### src/hdl/hopm_pkg.sv
// Package of register offsets, field positions, reset values and modes for the path monitor.
package hopm_pkg;

   // ==========================================================================
   // Register offsets (word addresses on the register port).
   localparam logic [7:0] OFS_CONFIG_TWO   = 8'hA5;
   localparam logic [7:0] OFS_EXP_LABEL    = 8'hA6;
   localparam logic [7:0] OFS_RCV_LABEL    = 8'hA7;
   localparam logic [7:0] OFS_G1_STATUS    = 8'hA8;
   localparam logic [7:0] OFS_PARITY_CNT   = 8'hA9;
   localparam logic [7:0] OFS_CONFIG_ONE   = 8'hB0;
   localparam logic [7:0] OFS_ALARM_STATUS = 8'hB1;
   localparam logic [7:0] OFS_IRQ_STATUS   = 8'hB2;
   localparam logic [7:0] OFS_IRQ_MASK     = 8'hB3;

   // ==========================================================================
   // Field positions of the second configuration register.
   localparam int BIT_CRC_MASK     = 13;
   localparam int BIT_UNSTABLE_FRC = 12;
   localparam int BIT_STABLE_SEL   = 11;
   localparam int POS_FORMAT_HI    = 10;
   localparam int POS_FORMAT_LO    = 8;
   localparam int BIT_AIS_FORCE    = 5;
   localparam int BIT_AIS_SLM      = 4;
   localparam int BIT_AIS_UNEQ     = 3;
   localparam int BIT_AIS_TIM      = 2;
   localparam logic [15:0] CONFIG_TWO_WMASK = 16'h3F3C;
   localparam logic [15:0] CONFIG_TWO_RESET = 16'h0200;

   // First configuration register: parity count mode in bit 0.
   localparam int BIT_PARITY_MODE = 0;

   // Alarm / event bit positions, shared by status, interrupt status and mask.
   localparam int EV_TIM      = 0;
   localparam int EV_CRC      = 1;
   localparam int EV_UNSTABLE = 2;
   localparam int EV_SLM      = 3;
   localparam int EV_UNEQ     = 4;
   localparam int EV_AIS      = 5;
   localparam int EV_WIDTH    = 6;

   localparam logic [7:0]  EXP_LABEL_RESET = 8'h01;
   localparam logic [15:0] COUNT_RESET     = 16'h0000;
   localparam logic [15:0] COUNT_MAX       = 16'hFFFF;
   localparam logic [2:0]  STABLE_RUN_LONG  = 3'h5;
   localparam logic [2:0]  STABLE_RUN_SHORT = 3'h3;

   // Trace format decode.
   typedef enum logic [2:0] {
      HOPM_FMT_SINGLE  = 3'b000,
      HOPM_FMT_IGNORE  = 3'b010,
      HOPM_FMT_CRC16   = 3'b100,
      HOPM_FMT_FREE64  = 3'b110,
      HOPM_FMT_FRAME64 = 3'b111
   } hopm_fmt_t;

endpackage

### src/hdl/hopm_top.sv
// Receive high-order path overhead monitor with register port and interrupt.
//
// Overview of operation
// With the CRC mask bit set, a CRC error hides the mismatch alarm unless forcing is on and the trace is unstable.
// With the unstable forcing bit set, an unstable trace forces the mismatch alarm active.
// The unstable alarm clears only after 5 (select 1) or 3 (select 0) identical consecutive trace messages; the 01X ignore format also clears it.
// The 3-bit format select chooses framed 64, free 64, 16 plus CRC-7, ignored, or single-byte traces.
// The AIS force bit drives downstream AIS unconditionally while set.
// With bit 4 set, a label mismatch (received C2 differs from expected) drives downstream AIS.
// With bit 3 set, an unequipped label (received C2 all zeros) drives downstream AIS.
// With bit 2 set, a trace mismatch alarm drives downstream AIS.
// An 8-bit writable expected label resets to 01H and is compared with the received C2.
// The received C2 byte reads back from a read-only 8-bit field.
// Received G1 bits 3 to 1 and bit 0 read back in bits 3 to 1 and bit 0.
// B3 parity errors accumulate in a 16-bit counter reset to zero, per the parity count mode.
// A write to the counter address moves the running count to a buffer and clears it; reads see the buffer.
// The C2 and G1 captures refresh once per frame from that frame's path overhead.
module hopm_top (
   // Clock and reset
   input  wire logic        clk,
   input  wire logic        rst,
   // Register port
   input  wire logic [7:0]  reg_addr,
   input  wire logic [15:0] reg_wdata,
   input  wire logic        reg_wr,
   input  wire logic        reg_rd,
   output logic [15:0]      reg_rdata,
   // Path overhead of each received frame
   input  wire logic        frame_poh_valid,
   input  wire logic [7:0]  poh_c2,
   input  wire logic [7:0]  poh_g1,
   input  wire logic [3:0]  b3_error_bits,
   // Completed trace message from the trace framer
   input  wire logic        trace_msg_valid,
   input  wire logic        trace_msg_same,
   input  wire logic        trace_msg_match,
   input  wire logic        trace_msg_crc_ok,
   // Alarms and AIS toward adaptation
   output logic             trace_mismatch_alarm,
   output logic             trace_crc_error_alarm,
   output logic             trace_unstable_alarm,
   output logic             label_mismatch_alarm,
   output logic             unequipped_alarm,
   output logic             path_ais_generated_status,
   output logic             irq
);

   // ==========================================================================
   // Registers.
   logic [15:0] config_two_reg;
   logic        parity_count_mode_reg;
   logic [7:0]  expected_signal_label_reg;
   logic [7:0]  received_signal_label_reg;
   logic [2:0]  received_path_rdi_reg;
   logic        received_g1_spare_reg;
   logic [15:0] path_parity_error_count_reg;
   logic [15:0] parity_buffer_reg;
   logic [hopm_pkg::EV_WIDTH-1:0] irq_status_reg;
   logic [hopm_pkg::EV_WIDTH-1:0] irq_mask_reg;
   logic [hopm_pkg::EV_WIDTH-1:0] alarm_prev_reg;

   // ==========================================================================
   // Named configuration fields.
   wire mismatch_mask_on_crc_error = config_two_reg[hopm_pkg::BIT_CRC_MASK];
   wire mismatch_force_on_unstable = config_two_reg[hopm_pkg::BIT_UNSTABLE_FRC];
   wire trace_stable_count_sel     = config_two_reg[hopm_pkg::BIT_STABLE_SEL];
   wire [2:0] trace_format_sel     = config_two_reg[hopm_pkg::POS_FORMAT_HI:
                                                    hopm_pkg::POS_FORMAT_LO];
   wire path_ais_force             = config_two_reg[hopm_pkg::BIT_AIS_FORCE];
   wire ais_on_label_mismatch_en   = config_two_reg[hopm_pkg::BIT_AIS_SLM];
   wire ais_on_unequipped_en       = config_two_reg[hopm_pkg::BIT_AIS_UNEQ];
   wire ais_on_trace_mismatch_en   = config_two_reg[hopm_pkg::BIT_AIS_TIM];

   // ==========================================================================
   // Trace checking.
   logic raw_unstable;
   logic raw_mismatch;
   logic raw_crc;

   hopm_trace_check u_trace (
      .clk          (clk),
      .rst          (rst),
      .stable_sel   (trace_stable_count_sel),
      .format_sel   (trace_format_sel),
      .msg_valid    (trace_msg_valid),
      .msg_same     (trace_msg_same),
      .msg_match    (trace_msg_match),
      .msg_crc_ok   (trace_msg_crc_ok),
      .unstable     (raw_unstable),
      .raw_mismatch (raw_mismatch),
      .crc_error    (raw_crc)
   );

   wire crc_masks  = mismatch_mask_on_crc_error && raw_crc &&
                     (!mismatch_force_on_unstable || !raw_unstable);
   wire unst_force = mismatch_force_on_unstable && raw_unstable;
   wire tim_next   = unst_force || (raw_mismatch && !crc_masks);

   // ==========================================================================
   // Label alarms and AIS decision.
   wire slm_next  = (received_signal_label_reg != expected_signal_label_reg);
   wire uneq_next = (received_signal_label_reg == 8'h00);
   wire ais_next  = path_ais_force
                 || (ais_on_label_mismatch_en && slm_next)
                 || (ais_on_unequipped_en && uneq_next)
                 || (ais_on_trace_mismatch_en && tim_next);

   wire [hopm_pkg::EV_WIDTH-1:0] alarm_vec = {ais_next, uneq_next, slm_next,
                                               raw_unstable, raw_crc, tim_next};
   wire [hopm_pkg::EV_WIDTH-1:0] alarm_rise = alarm_vec & ~alarm_prev_reg;

   // ==========================================================================
   // Register decode.
   wire wr_cfg2  = reg_wr && (reg_addr == hopm_pkg::OFS_CONFIG_TWO);
   wire wr_cfg1  = reg_wr && (reg_addr == hopm_pkg::OFS_CONFIG_ONE);
   wire wr_exp   = reg_wr && (reg_addr == hopm_pkg::OFS_EXP_LABEL);
   wire wr_cnt   = reg_wr && (reg_addr == hopm_pkg::OFS_PARITY_CNT);
   wire wr_istat = reg_wr && (reg_addr == hopm_pkg::OFS_IRQ_STATUS);
   wire wr_imask = reg_wr && (reg_addr == hopm_pkg::OFS_IRQ_MASK);

   function automatic logic [15:0] pad_ev(input logic [hopm_pkg::EV_WIDTH-1:0] v);
      pad_ev = {{(16 - hopm_pkg::EV_WIDTH){1'b0}}, v};
   endfunction

   logic [15:0] rd_mux;
   always_comb begin
      if (reg_addr == hopm_pkg::OFS_CONFIG_TWO) begin
         rd_mux = config_two_reg;
      end else if (reg_addr == hopm_pkg::OFS_EXP_LABEL) begin
         rd_mux = {8'h00, expected_signal_label_reg};
      end else if (reg_addr == hopm_pkg::OFS_RCV_LABEL) begin
         rd_mux = {8'h00, received_signal_label_reg};
      end else if (reg_addr == hopm_pkg::OFS_G1_STATUS) begin
         rd_mux = {12'h000, received_path_rdi_reg, received_g1_spare_reg};
      end else if (reg_addr == hopm_pkg::OFS_PARITY_CNT) begin
         rd_mux = parity_buffer_reg;
      end else if (reg_addr == hopm_pkg::OFS_CONFIG_ONE) begin
         rd_mux = {15'h0000, parity_count_mode_reg};
      end else if (reg_addr == hopm_pkg::OFS_ALARM_STATUS) begin
         rd_mux = pad_ev(alarm_prev_reg);
      end else if (reg_addr == hopm_pkg::OFS_IRQ_STATUS) begin
         rd_mux = pad_ev(irq_status_reg);
      end else if (reg_addr == hopm_pkg::OFS_IRQ_MASK) begin
         rd_mux = pad_ev(irq_mask_reg);
      end else begin
         rd_mux = 16'h0000;
      end
   end

   // ==========================================================================
   // Parity counter: bit mode adds the error bits, block mode adds one per errored frame.
   wire [15:0] b3_inc = parity_count_mode_reg ? {15'h0000, (b3_error_bits != 4'h0)}
                                              : {12'h000, b3_error_bits};
   wire [16:0] b3_sum = {1'b0, path_parity_error_count_reg} + {1'b0, b3_inc};
   // Saturating so a slow poll never wraps back to a small count.
   wire [15:0] b3_next = b3_sum[16] ? hopm_pkg::COUNT_MAX : b3_sum[15:0];

   // ==========================================================================
   // Configuration and label registers.
   always_ff @(posedge clk) begin
      if (rst) begin
         config_two_reg            <= hopm_pkg::CONFIG_TWO_RESET;
         parity_count_mode_reg     <= 1'b0;
         expected_signal_label_reg <= hopm_pkg::EXP_LABEL_RESET;
         irq_mask_reg              <= '0;
      end else begin
         if (wr_cfg2) begin
            config_two_reg <= reg_wdata & hopm_pkg::CONFIG_TWO_WMASK;
         end
         if (wr_cfg1) begin
            parity_count_mode_reg <= reg_wdata[hopm_pkg::BIT_PARITY_MODE];
         end
         if (wr_exp) begin
            expected_signal_label_reg <= reg_wdata[7:0];
         end
         if (wr_imask) begin
            irq_mask_reg <= reg_wdata[hopm_pkg::EV_WIDTH-1:0];
         end
      end
   end

   // Captured overhead has no reset value, as the received fields are undefined until a frame.
   always_ff @(posedge clk) begin
      if (frame_poh_valid) begin
         received_signal_label_reg <= poh_c2;
         received_path_rdi_reg     <= poh_g1[3:1];
         received_g1_spare_reg     <= poh_g1[0];
      end
   end

   // ==========================================================================
   // Counter with latch-and-clear on write.
   always_ff @(posedge clk) begin
      if (rst) begin
         path_parity_error_count_reg <= hopm_pkg::COUNT_RESET;
         parity_buffer_reg           <= hopm_pkg::COUNT_RESET;
      end else if (wr_cnt) begin
         // The frame's errors arriving with the write go into the fresh count.
         parity_buffer_reg           <= path_parity_error_count_reg;
         path_parity_error_count_reg <= frame_poh_valid ? b3_inc : hopm_pkg::COUNT_RESET;
      end else if (frame_poh_valid) begin
         path_parity_error_count_reg <= b3_next;
      end
   end

   // ==========================================================================
   // Alarm outputs, sticky interrupt status and read data.
   always_ff @(posedge clk) begin
      if (rst) begin
         alarm_prev_reg <= '0;
         irq_status_reg <= '0;
         irq            <= 1'b0;
         reg_rdata      <= 16'h0000;
      end else begin
         alarm_prev_reg <= alarm_vec;
         // A new rise wins over a write-one clear in the same cycle.
         irq_status_reg <= (irq_status_reg &
                            ~(wr_istat ? reg_wdata[hopm_pkg::EV_WIDTH-1:0] : '0))
                           | alarm_rise;
         irq            <= |(((irq_status_reg &
                            ~(wr_istat ? reg_wdata[hopm_pkg::EV_WIDTH-1:0] : '0))
                           | alarm_rise) & irq_mask_reg);
         reg_rdata      <= reg_rd ? rd_mux : 16'h0000;
      end
   end

   assign trace_mismatch_alarm      = alarm_prev_reg[hopm_pkg::EV_TIM];
   assign trace_crc_error_alarm     = alarm_prev_reg[hopm_pkg::EV_CRC];
   assign trace_unstable_alarm      = alarm_prev_reg[hopm_pkg::EV_UNSTABLE];
   assign label_mismatch_alarm      = alarm_prev_reg[hopm_pkg::EV_SLM];
   assign unequipped_alarm          = alarm_prev_reg[hopm_pkg::EV_UNEQ];
   assign path_ais_generated_status = alarm_prev_reg[hopm_pkg::EV_AIS];

endmodule

### src/hdl/hopm_trace_check.sv
// Trace stability and mismatch checker for received trace messages.
module hopm_trace_check (
   // Clock and reset
   input  wire logic       clk,
   input  wire logic       rst,
   // Configuration
   input  wire logic       stable_sel,
   input  wire logic [2:0] format_sel,
   // Completed trace message from the trace framer
   input  wire logic       msg_valid,
   input  wire logic       msg_same,
   input  wire logic       msg_match,
   input  wire logic       msg_crc_ok,
   // Raw alarms
   output logic            unstable,
   output logic            raw_mismatch,
   output logic            crc_error
);

   logic [2:0] run_reg;
   logic [2:0] run_next;
   logic [2:0] run_need;
   logic       ignore;
   logic       has_crc;

   // ==========================================================================
   // Format interpretation: 01X ignores the trace, 10X carries CRC-7.
   assign ignore   = (format_sel[2:1] == 2'b01);
   assign has_crc  = (format_sel[2:1] == 2'b10);
   assign run_need = stable_sel ? hopm_pkg::STABLE_RUN_LONG
                                : hopm_pkg::STABLE_RUN_SHORT;
   assign run_next = !msg_same ? 3'h1 : (run_reg >= run_need) ? run_reg : run_reg + 3'h1;

   // ==========================================================================
   always_ff @(posedge clk) begin
      if (rst || ignore) begin
         run_reg      <= 3'h0;
         unstable     <= 1'b0;
         raw_mismatch <= 1'b0;
         crc_error    <= 1'b0;
      end else if (msg_valid) begin
         run_reg      <= run_next;
         unstable     <= (run_next < run_need);
         raw_mismatch <= !msg_match;
         crc_error    <= has_crc && !msg_crc_ok;
      end
   end

endmodule
### config.mk
export PLATFORM = sky130hd
export DESIGN_NAME = hopm_top
export DESIGN_NICKNAME = d
export VERILOG_FILES = /design/src/hdl/hopm_pkg.sv /design/src/hdl/hopm_top.sv /design/src/hdl/hopm_trace_check.sv
export SDC_FILE = /design/constraint.sdc
export NUM_CORES = 1
export LEC_CHECK = 0
export BUFFER_PORTS_ARGS = -buffer_cell sky130_fd_sc_hd__buf_2
export CORE_ASPECT_RATIO = 0.5
export CORE_MARGIN = 3
export CORE_UTILIZATION = 45
export CTS_BUF_LIST = sky130_fd_sc_hd__clkbuf_2 sky130_fd_sc_hd__clkbuf_4 sky130_fd_sc_hd__clkbuf_8
export CTS_CLUSTER_SIZE = 25
export DETAILED_ROUTE_END_ITERATION = 10
export PLACE_DENSITY = 0.66
export SYNTH_ARGS = -nofsm -noshare
export SYNTH_HDL_FRONTEND = slang
export SYNTH_SLANG_ARGS = --single-unit
### constraint.sdc
create_clock -name clk -period 3 [get_ports clk]
set_input_delay 0.3 -clock clk [delete_from_list [all_inputs] [get_ports clk]]
set_output_delay 0.3 -clock clk [all_outputs]
set_load 0.005 [all_outputs]
# After elaboration in Yosys (flattened, before gate mapping)
# Index checks and enable logic that the tools add are counted.
# Widths: inputs -> output; s select.
[op_classes]
mux = 18
magnitude_cmp = 2
n_addsub = 2
n_bitwise = 7
n_reduce_logical = 32
n_eq_ne = 12
[ops]
columns = ["cell", "count"]
rows = [
  ["$eq 8x8->1 const B", 9],
  ["$mux 16", 4],
  ["$mux 14", 4],
  ["$mux 6", 5],
  ["$and 6x6->6", 3],
  ["$add 16x4->17", 1],
  ["$logic_and 1x1->1", 14],
  ["$not 6->6", 2],
  ["$reduce_or 6->1", 2],
  ["$mux 3", 3],
  ["$logic_not 8->1", 1],
  ["$mux 4", 2],
  ["$ne 8x8->1", 1],
  ["$logic_or 1x1->1", 6],
  ["$or 6x6->6", 1],
  ["$logic_not 1->1", 5],
  ["$reduce_bool 4->1", 1],
  ["$add 3x1->3 const B", 1],
  ["$ge 3x3->1", 1],
  ["$lt 3x3->1", 1],
  ["$reduce_or 3->1", 1],
  ["$eq 2x1->1 const B", 1],
  ["$eq 2x2->1 const B", 1],
  ["$reduce_bool 2->1", 1],
  ["other kinds (2)", 2],
]
[totals]
output_inout_bits = 23
in_bits = 53
wordCells = 92
register_bits = 104

# Longest topological paths before layout
[depth]
depth_word = 12
ltp_mapped = 11
depth_no_buf = 11

# Modules after synthesis
# A second synthesis with hierarchy kept.
[unflattened]
hier_cells = 556
hier_area_um2 = 4827.1
[by_module_without_submodules]
columns = ["module", "cells_per_inst", "area_each_um2", "instances", "seq_area_each_um2"]
rows = [
  ["hopm_top", 501, 4366.7, 1, 2082.0],
  ["hopm_trace_check", 55, 460.4, 1, 120.1],
]

# Worst setup path after synthesis
# OpenSTA, ideal clock, no wires.
[synth_timing]
path_type = "input-to-reg"
start = "input port b3_error_bits[3]"
end = "register path_parity_error_count_reg[12]"
arrival_time_ns = 2.117
path_slack_ns = 0.766
path_stages = 11
t_required_ns = 2.884
path_buffers = 1
setup_time_ns = 0.116
cell_sequence = "o31ai_1 nand2b_1 ha_1 fa_1 a21oi_1 o21bai_1 and3_1 clkbuf_1 nand3_1 mux2i_1 nor2_1"
[synth_via]
elab_chain_cells = 6
[synth_lines]
columns = ["item", "line_no", "rtl"]
rows = [
  ["start, declared", "hopm_top.sv:32", "input wire logic [3:0] b3_error_bits,"],
  ["$reduce_bool 4->1", "hopm_top.sv:152", "wire [15:0] b3_inc = parity_count_mode_reg ? {15'h0000, (b3_error_bits != 4'h0)}"],
  ["$mux 4 *", "hopm_top.sv:152", ""],
  ["$add 16x4->17 *", "hopm_top.sv:154", "wire [16:0] b3_sum = {1'b0, path_parity_error_count_reg} + {1'b0, b3_inc};"],
  ["$mux 16 *", "hopm_top.sv:156", "wire [15:0] b3_next = b3_sum[16] ? hopm_pkg::COUNT_MAX : b3_sum[15:0];"],
  ["$mux 16 *", "hopm_top.sv:201", "end else if (frame_poh_valid) begin"],
  ["$mux 16 *", "hopm_top.sv:197", "end else if (wr_cnt) begin"],
  ["end signal, assigned", "hopm_top.sv:195", "path_parity_error_count_reg <= hopm_pkg::COUNT_RESET;"],
  ["end signal, assigned", "hopm_top.sv:200", "path_parity_error_count_reg <= frame_poh_valid ? b3_inc : hopm_pkg::COUNT_RESET;"],
  ["end signal, assigned", "hopm_top.sv:202", "path_parity_error_count_reg <= b3_next;"],
  ["end, declared", "hopm_top.sv:56", "logic [15:0] path_parity_error_count_reg;"],
]
# Every way passes the cells marked *; elsewhere a longest branch is shown, timed or not. The select of a mux whose other input is x is not followed.
# A chain may end at the register's enable or synchronous reset.

# Worst setup path in the final report
[layout_timing]
start = "register parity_count_mode_reg"
end = "register path_parity_error_count_reg[14]"
[layout_via]
elab_chain_cells = 5
[layout_lines]
columns = ["item", "line_no", "rtl"]
rows = [
  ["start, declared", "hopm_top.sv:51", "logic parity_count_mode_reg;"],
  ["start signal, assigned", "hopm_top.sv:171", "parity_count_mode_reg <= reg_wdata[hopm_pkg::BIT_PARITY_MODE];"],
  ["$mux 4", "hopm_top.sv:152", ""],
  ["$add 16x4->17", "hopm_top.sv:154", ""],
  ["$mux 16", "hopm_top.sv:156", ""],
  ["$mux 16", "hopm_top.sv:201", ""],
  ["$mux 16", "hopm_top.sv:197", ""],
]
# Every way passes these cells. The select of a mux whose other input is x is not followed.

==> qor.csv <==
stage,metric,value,unit
critical_path,crit_path_cell_trace,o31ai_1 > nand2b_1 > ha_1 > fa_1 > a21oi_1 > o21bai_1 > and3_1 > nand3_1 > nor3b_1 > nor3_1,
final_layout,fillers,926,
sta,tightest_slew,0.584,ns
clock_tree,htreeDepth,3,
synthesis,ys_types,59,
critical_path,r2r-start,parity_count_mode_reg,
placement,hpwlAfterDp,8790,um
final_layout,syn2layout_area_growth,15.0,%
final_layout,final_common_cell,dfxtp_1,
pwr,p_sw,0.613,mW
sta,tns,0,ns
synthesis,synth.top_cell.area_share,38.6,%
sta,skew,0.0134,ns
sta,rsz0062_at_grt,false,
pwr,swShare,23.2,%
clock_tree,post_cts_resized,0,
routing,post_drt_wl_per_cell,16.2,um
critical_path,startpoint_type,register,
min_path,worstHoldPathType,primary input to register,
synthesis,yosys-top-cells-area,"dfxtp_1, edfxtp_1, a21oi_1",
critical_path,end_kind,register,
routing,drt-initial-drc-count,278,
grt,grt_pass1_vias,3745,
routing,vias,3993,
synthesis,ys.warnings.count,0,
critical_path,slowest_delay,0.51,ns
synthesis,synth_edf_count,12,
grt,grt_max_degree,51,
clock_tree,clk_pin_slew,0.10,ns
grt,track_usage,20.3,%
grt,antenna_found_initial,0,
floorplanning,io_pins,76,
clock_tree,numCtsBuffers,9,
routing,vias_per_cell,5.41,
synthesis,synth_top_area_cell,dfxtp_1,
min_path,hp-start,trace_msg_match,
grt,grt_pass1_wl,19100,um
pwr,internal_power,2.03,mW
routing,drtPass1Iterations,6,
critical_path,ff2ff_path_depth,10,
final_layout,final_util,55.7,%
synthesis,synthesis.nets,594,
clock_tree,clock_latency,0.38,ns
sta,finalSetupViolCount,0,
synthesis,syn_area,4770,sq um
synthesis,async_flop_share,0,%
floorplanning,start_util,48.4,%
clock_tree,clock_sinks,104,
floorplanning,die_x,152,um
pwr,total_power,2.64,mW
floorplanning,design.core.area,9850,sq um
synthesis,ys_ff_latch,104,
critical_path,cp_slowest_cell,dfxtp_1,
pwr,comb_power_share,6.6,%
clock_tree,cts_hold_buffers,0,
pwr,seqPwrFrac,54.9,%
status,status,"finished, final reports clean",
synthesis,synth_ff_type,dfxtp_1,
synthesis,avgSynthCellArea,8.98,sq um
critical_path,timing.rr.end,path_parity_error_count_reg[14],
routing,drcViolationCount,0,
sta,fin_crit_sh,80.1,%
min_path,whs_endpoint,u_trace.raw_mismatch,
sta,fin_crit,2.40,ns
sta,finalHoldViolCount,0,
pwr,clkPwrFrac,38.4,%
pwr,peakVddDrop,0.250,mV
pwr,p_leak,2.12,nW
placement,port_buffers,69,
clock_tree,post_cts_buffers,0,
pwr,power_density,481,nW/um^2
critical_path,crit_required,3.27,ns
floorplanning,die-area,11900,sq um
sta,final_max_slew_viol_count,0,
floorplanning,row_count,25,
min_path,holdPathStages,2,
final_layout,antenna_cells,0,
floorplanning,die_y,78.8,um
job,max_cap_viol_count,0,
sta,fmax,0.416,GHz
critical_path,worstSetupPathType,register to register,
synthesis,synth-seq-area-share,46.2,%
routing,totalWireLength,12000,um
final_layout,nNetsFinal,661,
critical_path,r2r_slack,0.60,ns
sta,slew_headroom,61.0,%
clock_tree,cts_root_buf,clkbuf_8,
clock_tree,cts_tree,yes,
critical_path,crit_fanout,9,
routing,ant_nets,0,
grt,grt_overflow,0,
placement,routabilityCongestion,0.851,
final_layout,final_cell_mix,"dfxtp_1, nand2_1, buf_2",
critical_path,cp.arrival,2.67,ns
clock_tree,clock_path_buffers,2,
final_layout,drive_above_1_share,17.6,%
synthesis,synthesis.instances,531,
kinds of logic after synthesis:
| family | synth area share, % |
|---|---|
| compound gates | 15.8 |
| xor+xnor | 1.84 |
| fa+ha+maj | 2.78 |
| buf+inv | 3.07 |
| flops | 46.2 |
| mux | 6.82 |
| simple gates | 23.5 |
routing by layer:
metal | global-route usage [%] | up-vias | routed length, um
met1 | 29.4 | 1876 | 6080
met5 | 0 | - | 0
li1 | - | 2018 | -
met2 | 31.2 | 91 | 5230
met4 | 4.03 | 0 | 91
met3 | 4.73 | 8 | 564
power by group through the flow:
stage	sequential [mW]	clock [mW]	combinational [mW]
floorplan	1.48	0	0.104
global placement	1.48	0	0.171
detailed placement	1.48	0	0.174
CTS	1.45	1.02	0.174
global route	1.45	1.09	0.192
finish	1.45	1.01	0.174
Yosys cell counts (8+ instances only):
cell type	count
nand3_1	19
ha_1	9
inv_1	11
nor3_1	9
mux2i_1	28
nand2_1	76
o21ai_0	12
nor2_1	54
dfxtp_1	92
edfxtp_1	12
nand2b_1	12
o221ai_1	8
xor2_1	9
clkbuf_1	15
a21oi_1	57
nor2b_1	13
critical path: cells and delay by family, from the launching register on:
kind	cells	cell delay (ns)
adder cells (fa/ha/maj)	2	0.42
AO/OA/AOI/OAI	3	0.44
flip-flops	1	0.51
AND/OR/NAND/NOR	5	0.92
worst max path at each step:
stage                                from                               to  slack, ns  depth (start not counted)
finish              parity_count_mode_reg  path_parity_error_count_reg[14]       0.60                         10
global placement         b3_error_bits[3]  path_parity_error_count_reg[12]       0.55                         11
CTS                 parity_count_mode_reg  path_parity_error_count_reg[14]       0.61                         10
detailed placement       b3_error_bits[3]  path_parity_error_count_reg[12]       0.50                         11
global route        parity_count_mode_reg  path_parity_error_count_reg[12]       0.36                         10
floorplan                b3_error_bits[3]  path_parity_error_count_reg[12]       0.77                         11
metrics by stage:
stage          hold WS (ns)  instance area (sq um)  worst slack [ns]  std cells
5_1_grt              0.0708                   5490             0.362        738
3_5_place_dp          0.443                   5250             0.503        722
3_3_place_gp          0.438                   5250             0.551        722
4_1_cts              0.0751                   5490             0.608        738
2_1_floorplan         0.399                   4770             0.766        531
6_report             0.0873                   5490             0.598        738
area by class of cell:
| class | instances | area [sq um] | area share [%] |
|---|---|---|---|
| Timing Repair Buffer | 79 | 420 | 7.66 |
| Inverter | 11 | 41.3 | 0.753 |
| Clock inverter | 4 | 73.8 | 1.35 |
| Tap cell | 135 | 169 | 3.08 |
| Multi-Input combinational cell | 393 | 2420 | 44.1 |
| Clock buffer | 12 | 159 | 2.90 |
| Sequential cell | 104 | 2200 | 40.1 |
Note: power is estimated with default switching activity, not from simulation.
